### src/include/lsr_cfg.svh
// Notes on behaviour
// - self-test runs about five seconds at power-up
// - failed self-test halts start-up, shows error code
// - start mode picks operate or wait-for-enter
// - temporary zero dropped on power loss, set-up
// - calibrated zero writable only in set-up
// - instrument error forces analogue output to zero
// - fixed-output mode ignores measured value
// - two independent supervision channels
// - channels use the faster filtered signal
// - channel states readable over serial link
// - source is raw mV/V or weight
// - signed hysteresis, band above or below
// - relay source in-process, above or below
// - above/below relay follows channel with hysteresis
// - instrument error deactivates both relays
// - serial port serves master or display
// - no slave transmit logic, status leaves on o_level_status
`ifndef LSR_CFG_SVH
`define LSR_CFG_SVH
`define LSR_SELFTEST_MS 5000
`define LSR_CLK_KHZ 125000
`define LSR_SELFTEST_CYC (`LSR_SELFTEST_MS * `LSR_CLK_KHZ)
`define LSR_ZERO_RST 32'h00000000
`define LSR_OUT_ZERO 16'h0000
`endif

### src/include/lsr_pkg.sv
package lsr_pkg;
   typedef enum logic [1:0] {LSR_SRC_INPROC, LSR_SRC_ABOVE, LSR_SRC_BELOW} lsr_relay_src_t;
   typedef struct packed {
      logic src_weight;
      logic signed [31:0] level;
      logic signed [31:0] hyst;
      logic [1:0] relay_src;
   } lsr_chan_cfg_t;
endpackage

### src/core/lsr_channel.sv
`timescale 1ns/1ps
`default_nettype none
`include "lsr_cfg.svh"
module lsr_channel (
   // clock and reset
   input wire logic i_clock,
   input wire logic i_rst_n,
   // signals
   input wire logic signed [31:0] i_mvv,
   input wire logic signed [31:0] i_weight,
   input wire lsr_pkg::lsr_chan_cfg_t i_cfg,
   output logic o_above
);
   logic signed [32:0] sig;
   logic signed [32:0] lo_edge;
   logic signed [32:0] hi_edge;
   always_comb begin
      sig = i_cfg.src_weight ? 33'(i_weight) : 33'(i_mvv);
      // band spans level..level+hyst, sign chooses side
      if (i_cfg.hyst[31]) begin
         hi_edge = 33'(i_cfg.level);
         lo_edge = 33'(i_cfg.level) + 33'(i_cfg.hyst);
      end else begin
         lo_edge = 33'(i_cfg.level);
         hi_edge = 33'(i_cfg.level) + 33'(i_cfg.hyst);
      end
   end
   always_ff @(posedge i_clock) begin
      if (!i_rst_n) begin
         o_above <= 1'b0;
      end else if (!o_above && sig > hi_edge) begin
         o_above <= 1'b1;
      end else if (o_above && sig < lo_edge) begin
         o_above <= 1'b0;
      end
   end
   above_set_a: assert property (@(posedge i_clock) disable iff (!i_rst_n)
      (sig > hi_edge) |=> o_above) else $error("channel not above");
   above_clr_a: assert property (@(posedge i_clock) disable iff (!i_rst_n)
      (sig < lo_edge) |=> !o_above) else $error("channel not below");
endmodule
`default_nettype wire

### src/core/lsr_top.sv
`timescale 1ns/1ps
`default_nettype none
`include "lsr_cfg.svh"
module lsr_top #(
   parameter longint SELFTEST_CYC = `LSR_SELFTEST_CYC
) (
   // clock and reset
   input wire logic i_clock,
   input wire logic i_rst_n,
   // start-up
   input wire logic i_selftest_fail,
   input wire logic [7:0] i_selftest_code,
   input wire logic i_auto_start,
   input wire logic i_enter_key,
   input wire logic i_setup_req,
   input wire logic i_setup_exit,
   input wire logic i_instr_error,
   // zero offsets
   input wire logic i_temp_zero_req,
   input wire logic signed [31:0] i_temp_zero_val,
   input wire logic i_cal_zero_we,
   input wire logic signed [31:0] i_cal_zero_val,
   // measurement, filters
   input wire logic signed [31:0] i_mvv_ana,
   input wire logic signed [31:0] i_mvv_dig,
   input wire logic signed [31:0] i_wt_ana,
   input wire logic signed [31:0] i_wt_dig,
   input wire logic i_ana_bw_higher,
   // analogue output
   input wire logic [15:0] i_ana_code,
   input wire logic i_fixed_mode,
   input wire logic [15:0] i_fixed_code,
   // supervision config
   input wire lsr_pkg::lsr_chan_cfg_t i_cfg1,
   input wire lsr_pkg::lsr_chan_cfg_t i_cfg2,
   // serial use
   input wire logic i_ext_display_mode,
   // outputs
   output logic o_operating,
   output logic o_wait_start,
   output logic o_setup,
   output logic o_error_halt,
   output logic [7:0] o_error_code,
   output logic signed [31:0] o_zero_offset,
   output logic signed [31:0] o_cal_zero,
   output logic [15:0] o_ana_out,
   output logic relay_one_state,
   output logic relay_two_state,
   output logic [1:0] o_level_status,
   output logic o_ext_display_link_flag
);
   // ==========================================================
   // operating state
   typedef enum logic [2:0] {ST_SELFTEST, ST_HALT, ST_WAIT, ST_OPER, ST_SETUP} st_t;
   st_t state;
   logic [39:0] cnt;
   logic enter_s1, enter_s2;
   always_ff @(posedge i_clock) begin
      enter_s1 <= i_enter_key;
      enter_s2 <= enter_s1;
   end
   always_ff @(posedge i_clock) begin
      if (!i_rst_n) begin
         state <= ST_SELFTEST;
         cnt <= 40'h0;
         o_error_code <= 8'h00;
      end else begin
         case (state)
            ST_SELFTEST: begin
               if (i_selftest_fail) begin
                  state <= ST_HALT;
                  o_error_code <= i_selftest_code;
               end else if (cnt >= 40'(SELFTEST_CYC - 1)) begin
                  state <= i_auto_start ? ST_OPER : ST_WAIT;
               end else begin
                  cnt <= cnt + 40'h1;
               end
            end
            ST_HALT: state <= ST_HALT;
            ST_WAIT: if (enter_s2) state <= ST_OPER;
            ST_OPER: if (i_setup_req) state <= ST_SETUP;
            ST_SETUP: if (i_setup_exit) state <= ST_OPER;
            default: state <= ST_SELFTEST;
         endcase
      end
   end
   assign o_operating = (state == ST_OPER);
   assign o_wait_start = (state == ST_WAIT);
   assign o_setup = (state == ST_SETUP);
   assign o_error_halt = (state == ST_HALT);
   selftest_hold_a: assert property (@(posedge i_clock) disable iff (!i_rst_n)
      (state == ST_SELFTEST && cnt == 40'h0 && !i_selftest_fail) |=> !o_operating)
      else $error("left self-test early");
   halt_sticky_a: assert property (@(posedge i_clock) disable iff (!i_rst_n)
      o_error_halt |=> o_error_halt && !o_operating) else $error("halt left");

   // ==========================================================
   // zero offsets
   logic temp_valid;
   logic signed [31:0] temp_zero;
   always_ff @(posedge i_clock) begin
      if (!i_rst_n) begin
         o_cal_zero <= `LSR_ZERO_RST;
      end else if (i_cal_zero_we && state == ST_SETUP) begin
         o_cal_zero <= i_cal_zero_val;
      end
   end
   always_ff @(posedge i_clock) begin
      if (!i_rst_n) begin
         temp_valid <= 1'b0;
         temp_zero <= `LSR_ZERO_RST;
      end else if (state == ST_SETUP) begin
         temp_valid <= 1'b0;
      end else if (i_temp_zero_req && state == ST_OPER) begin
         temp_valid <= 1'b1;
         temp_zero <= i_temp_zero_val;
      end
   end
   assign o_zero_offset = temp_valid ? temp_zero : o_cal_zero;
   cal_guard_a: assert property (@(posedge i_clock) disable iff (!i_rst_n)
      (state != ST_SETUP) |=> $stable(o_cal_zero)) else $error("cal zero changed");
   temp_drop_a: assert property (@(posedge i_clock) disable iff (!i_rst_n)
      o_setup |=> (o_zero_offset == o_cal_zero)) else $error("temp zero kept");

   // ==========================================================
   // analogue output
   always_ff @(posedge i_clock) begin
      if (!i_rst_n) o_ana_out <= `LSR_OUT_ZERO;
      else if (i_instr_error || o_error_halt) o_ana_out <= `LSR_OUT_ZERO;
      else if (i_fixed_mode) o_ana_out <= i_fixed_code;
      else o_ana_out <= i_ana_code;
   end
   ana_zero_a: assert property (@(posedge i_clock) disable iff (!i_rst_n)
      i_instr_error |=> o_ana_out == `LSR_OUT_ZERO) else $error("output not zero");

   // ==========================================================
   // supervision and relays
   logic signed [31:0] mvv_f, wt_f;
   logic [1:0] above;
   assign mvv_f = i_ana_bw_higher ? i_mvv_ana : i_mvv_dig;
   assign wt_f = i_ana_bw_higher ? i_wt_ana : i_wt_dig;
   lsr_channel u_ch1 (.i_clock(i_clock), .i_rst_n(i_rst_n), .i_mvv(mvv_f),
      .i_weight(wt_f), .i_cfg(i_cfg1), .o_above(above[0]));
   lsr_channel u_ch2 (.i_clock(i_clock), .i_rst_n(i_rst_n), .i_mvv(mvv_f),
      .i_weight(wt_f), .i_cfg(i_cfg2), .o_above(above[1]));

   function automatic logic relay_fn(input logic [1:0] src, input logic ab, input logic op);
      case (src)
         lsr_pkg::LSR_SRC_INPROC: relay_fn = op;
         lsr_pkg::LSR_SRC_ABOVE: relay_fn = ab;
         lsr_pkg::LSR_SRC_BELOW: relay_fn = !ab;
         default: relay_fn = 1'b0;
      endcase
   endfunction

   always_ff @(posedge i_clock) begin
      if (!i_rst_n || i_instr_error || o_error_halt) begin
         relay_one_state <= 1'b0;
         relay_two_state <= 1'b0;
      end else begin
         relay_one_state <= relay_fn(i_cfg1.relay_src, above[0], o_operating);
         relay_two_state <= relay_fn(i_cfg2.relay_src, above[1], o_operating);
      end
   end
   always_ff @(posedge i_clock) begin
      if (!i_rst_n) o_level_status <= 2'h0;
      else o_level_status <= above;
   end
   // status is only presented here on o_level_status; this module holds no serial reply logic
   always_comb begin
      if (o_ext_display_link_flag) begin
         // display use: no polled replies are expected on the link
      end
   end
   assign o_ext_display_link_flag = i_ext_display_mode;
   relay_err_a: assert property (@(posedge i_clock) disable iff (!i_rst_n)
      i_instr_error |=> !relay_one_state && !relay_two_state) else $error("relay on");
   inproc_a: assert property (@(posedge i_clock) disable iff (!i_rst_n)
      (i_cfg1.relay_src == 2'h0 && !i_instr_error && !o_error_halt) |=>
      relay_one_state == $past(o_operating)) else $error("in-process relay");
endmodule
`default_nettype wire

### config.mk
export PLATFORM = sky130hd
export DESIGN_NAME = lsr_top
export DESIGN_NICKNAME = d
export VERILOG_FILES = /design/src/include/lsr_pkg.sv /design/src/core/lsr_channel.sv /design/src/core/lsr_top.sv
export VERILOG_INCLUDE_DIRS = /design/src /design/src/include
export SDC_FILE = /design/constraint.sdc
export NUM_CORES = 1
export LEC_CHECK = 0
export ABC_AREA = 0
export BUFFER_PORTS_ARGS = -buffer_cell sky130_fd_sc_hd__buf_4
export CAP_MARGIN = 20
export CORE_AREA = 4 4 182 184
export CTS_CLUSTER_SIZE = 40
export DETAILED_ROUTE_END_ITERATION = 16
export DIE_AREA = 0 0 186 188
export HOLD_SLACK_MARGIN = 0.03
export PLACE_DENSITY = 0.78
export SYNTH_ARGS = -nofsm -noshare
export SYNTH_HDL_FRONTEND = slang
export SYNTH_SLANG_ARGS = --single-unit
### constraint.sdc
create_clock -name i_clock -period 7.82 [get_ports i_clock]
set_input_delay 0.391 -clock i_clock [delete_from_list [all_inputs] [get_ports i_clock]]
set_output_delay 0.391 -clock i_clock [all_outputs]
set_load 0.02 [all_outputs]
==> results.md <==
- The clock drives 140 sinks.
- The hold violation total from the final report is 0.
- TritonCTS built the clock tree.
- The run finished with clean final reports.
- The via count of the first global-routing pass came to ~15000.
- For this run, design rule violations remaining after detail routing come to 0.
- The share of the Yosys chip area taken by registers is between 10% and 20%.
- The slowest library cell on the worst path is sky130_fd_sc_hd__a31oi_1.
- The launching element type of the critical path is a primary input.
- The share of flip-flops with an asynchronous set or reset after synthesis is 0%.
- Detailed placement finished with a half-perimeter wire length of ~46000 µm.
- Of all nets on the critical path, the largest fanout is 4.
- The library cell used as clock root buffer is sky130_fd_sc_hd__clkbuf_16.
- Setup repair after global routing left no endpoint under its margin.
- Summed over all layers, the global routing overflow is 0.
- sky130_fd_sc_hd__dfxtp_1 takes more of the synthesized area than any other cell.
- In the routed layout, each cell is associated on average with a via count of 5.96.
- The global-route wire length before repair is around 83000 µm.
- In this run the standard cell core region covers roughly 31000 µm².
- The library cells used most frequently in the layout, excluding fill and tap cells, are 481 x sky130_fd_sc_hd__buf_4, 217 x sky130_fd_sc_hd__nand2_1, 195 x sky130_fd_sc_hd__ha_1.
- The congestion estimate from routability-driven global placement came to ~0.93.
- The xor and xnor fraction of the mapped netlist area is under 10%.
- The net count after synthesis is 2300.
- The number of nets in the final layout is 2713.
- Synthesis inferred 140 register bits.
- The clock network is responsible for around 28% of the overall power.
- The number of distinct library cell variants in the gate-level netlist after synthesis is just under 80.
- After clock tree synthesis, the clock-pin slew on the worst setup and hold paths is about 0.07 ns.
- The adder-cell area share of the yosys netlist is between 10% and 20%.
- The primary flip-flop cell chosen by synthesis mapping is sky130_fd_sc_hd__dfxtp_1.
- After detailed routing, the average wire length per cell comes to approximately 22 µm.
- For this block, the initial DRC count from the detailed router was between 800 and 900.
- The most common library cell in the layout ignoring fill and taps is sky130_fd_sc_hd__buf_4.
- Wires add up to 55500 µm.
- In this run the cell area measured after placement is roughly 19000 µm².
- The share of synthesized cell area in and, or, nand and nor gates is 17.5%.
- The first detailed-routing pass took 5 iterations.
- The area of the mapped netlist is 14900 µm².
- The capturing element type of the critical path is a flip-flop.
- The maximum cell stage delay along the critical path is approximately 0.46 ns.
- The source-to-sink clock delay at the later pin of the worst-skew pair is 0.43 ns.
- Clock tree synthesis inserted a total of 17 buffers.
- The number of fill cells is roughly 2700.
- The leakage power summed over all cells is 8.98 nW.
- Of the cells placed in the final design, the portion with a size suffix greater than 1 is around 30%.
- The global-route total usage across every layer is between 30% and 40%.
- Of the total power, combinational logic draws 45.2%.
- The area growth from synthesis to layout is 29.8%.
- For this block, wires on met1 add up to 20200 µm.
- Once detail routing completed, the nets flagged for antenna violations numbered 0.
- The critical path data arrival time is between 4 and 5 ns.
- The highest attainable clock frequency is around 220 MHz.
- The multiplexer area fraction after synthesis is 21.0%.
- During placement, the flow inserted port buffers numbering around 470.
- The signal on the critical path passes through buf_4, ha_1, fa_1, a21o_1, a21oi_1, o21ai_0, a31oi_1, a211oi_1, nor4bb_1, a2bb2oi_1, a31oi_1, ha_1, a21o_1, a21o_1, a21oi_1, o21ai_0, a21oi_1, o211ai_1, xor2_1, a2111oi_2.
- Dividing the synthesized area by the synthesized cell count gives just under 9 µm².
- The total power density per cell area is between 150 and 200 nW/µm².
- The total negative setup slack is 0 ns.
- The hold buffer count at cts is 0.
- The number of I/O pins is between 400 and 500.
- In this run the top signal layer used is met5.
- The post-synthesis compound-gate area fraction is a little under a fifth.
- The maximum buffer depth of the clock tree is 2.
- Power comes to approximately 3 mW.
- At the pin with the least slew margin, the transition time is 1.13 ns.
- The number of synthesis warnings is 0.
- The post-CTS setup buffer count is 0.
- The detailed-route via count is about 15000.
- The H-tree was split into 4 levels.
- The wire length on met2 is 28000 µm.
- The worst max-slew margin expressed relative to the limit is about a quarter.
- In this run, synthesis inferred 0 flip-flops with an integrated enable.
- The critical path class is primary input to flip-flop.
- By area, the combinational part of the netlist is dominated by multiplexers.
- The cell count of the worst reg-to-reg path is 7.
- Data on the critical path is required at its endpoint by approximately 8.2 ns.
- The proportion of netlist area held by the largest area contributor is a little under a fifth.
- The initial antenna violation count came to 10.
- The clock arrives with between 0.01 and 0.015 ns of skew.
- The post-cts gate resize count is 0.
- Yosys attributes the largest share of cell area to sky130_fd_sc_hd__dfxtp_1 19%, sky130_fd_sc_hd__ha_1 16%, sky130_fd_sc_hd__mux4_2 9.7%, sky130_fd_sc_hd__mux2i_1 8.7%, sky130_fd_sc_hd__a21oi_1 5.7%.
- The time the final worst path needs with I/O delays and setup is 4.59 ns.
- The chip width is 186 µm.
- The number of max-cap violations is 0.
- The hold-critical path depth is 1.
- The worst hold path class is primary input to flip-flop.
- The site row count is 65.
- The setup violation total in the final timing report is 0.
- Per report_power, the sequential group accounts for a little over a quarter of the total.
- The final-report max-slew violation count came to 0.
- The worst setup slack for register-to-register paths is slightly above 5 ns.
- The internal portion of the total power is around 1.9 mW.
- The effective utilization at floorplan is 47.5%.
- Of the total power, the share spent switching nets is ~36%.
- The design area is approximately 19000 µm².
- IR analysis of the VDD net gives a maximum drop of 122 µV.
- The final worst-path cycle share is around three fifths.
- The pin count of the biggest net entering global routing is roughly 110.
- The floorplan step defined a die boundary enclosing between 30000 and 40000 µm².
- The vertical die dimension is ~190 µm.
- Detailed routing placed a total of 4070 µm of wire on met3.
- Synthesis produced 1724 cells.
- In this run the power spent charging and discharging nets is approximately 1.1 mW.
==> layer usage <==
layer	global-route usage [%]	vias up
met5	0	-
met1	32.0	7178
met4	17.3	2
met2	54.4	634
li1	-	7301
met3	6.61	138
==> critical path: cells and delay by family <==
family | cells | cell delay, ns
compound gates | 14 | 2.94
fa+ha+maj | 3 | 0.99
simple gates | 1 | 0.31
xor+xnor | 1 | 0.17
buf+inv | 1 | 0.11
==> cell usage after synthesis (all sizes together) (7+ instances only) <==
| cell type | n |
|---|---|
| nand3b | 7 |
| a21o | 81 |
| dfxtp | 140 |
| nor2b | 16 |
| nand3 | 29 |
| mux2 | 35 |
| nand2b | 11 |
| nand4 | 29 |
| inv | 36 |
| nor3b | 9 |
| a31oi | 10 |
| o31ai | 12 |
| buf | 28 |
| mux4 | 64 |
| and3 | 18 |
| o21ai | 45 |
| nor3 | 30 |
| o211ai | 9 |
| o21bai | 11 |
| clkbuf | 61 |
| nand2 | 217 |
| a21boi | 7 |
| a211oi | 14 |
| and2 | 23 |
| nor2 | 101 |
| a2111oi | 10 |
| xor2 | 24 |
| a21oi | 170 |
| and4 | 7 |
| mux2i | 129 |
| o21a | 9 |
| nor4 | 18 |
| xnor2 | 49 |
| ha | 195 |
==> per-stage QoR <==
| stage | instances | util (%) | hold slack (ns) | setup WS (ns) |
|---|---|---|---|---|
| finish | 2561 | 61.6 | 0.0790 | 3.23 |
| global route | 2561 | 61.6 | 0.0680 | 2.86 |
| CTS | 2551 | 61.4 | 0.0649 | 3.28 |
| detailed placement | 2519 | 59.5 | 0.336 | 2.84 |
| global placement | 2518 | 59.4 | 0.322 | 2.92 |
| floorplan | 1724 | - | 0.310 | 3.51 |
==> final timing paths <==
path / from / to
hold / removal: i_enter_key / enter_s1
setup reg to reg: cnt[3] / cnt[21]
hold reg to reg: enter_s1 / enter_s2
setup / recovery: i_cfg2[2] / u_ch2.o_above
==> layout make-up <==
cell class	instances	area, µm²	share of cell area [%]
inverters	37	139	0.718
diodes	9	22.5	0.116
clock buffers	19	443	2.29
flip-flops and latches	140	2800	14.5
well taps	402	503	2.60
clock inverters	13	164	0.848
multi-input cells	1458	11600	60.0
repair buffers	483	3650	18.9
==> power groups by stage <==
stage | sequential (mW) | combinational (mW) | clock [mW]
2_1_floorplan | 0.818 | 0.831 | 0
3_3_place_gp | 0.804 | 1.28 | 0
3_5_place_dp | 0.806 | 1.31 | 0
4_1_cts | 0.791 | 1.32 | 0.843
5_1_grt | 0.797 | 1.47 | 0.875
6_report | 0.792 | 1.34 | 0.832
==> logic make-up after synthesis <==
family / count (synthesis)
AO/OA/AOI/OAI: 425
XOR/XNOR: 73
adder cells (fa/ha/maj): 197
buffers and inverters: 126
flip-flops: 140
multiplexers: 228
AND/OR/NAND/NOR: 535
==> sequential cells by signal, indices dropped and copies added, names as in the netlist <==
signal,cells
cnt,40
enter_s1,1
enter_s2,1
o_ana_out,16
o_cal_zero,32
o_error_code,8
o_level_status,2
relay_one_state,1
relay_two_state,1
state,3
temp_valid,1
temp_zero,32
u_ch1.o_above,1
u_ch2.o_above,1
(Power assumes the default switching activity.)
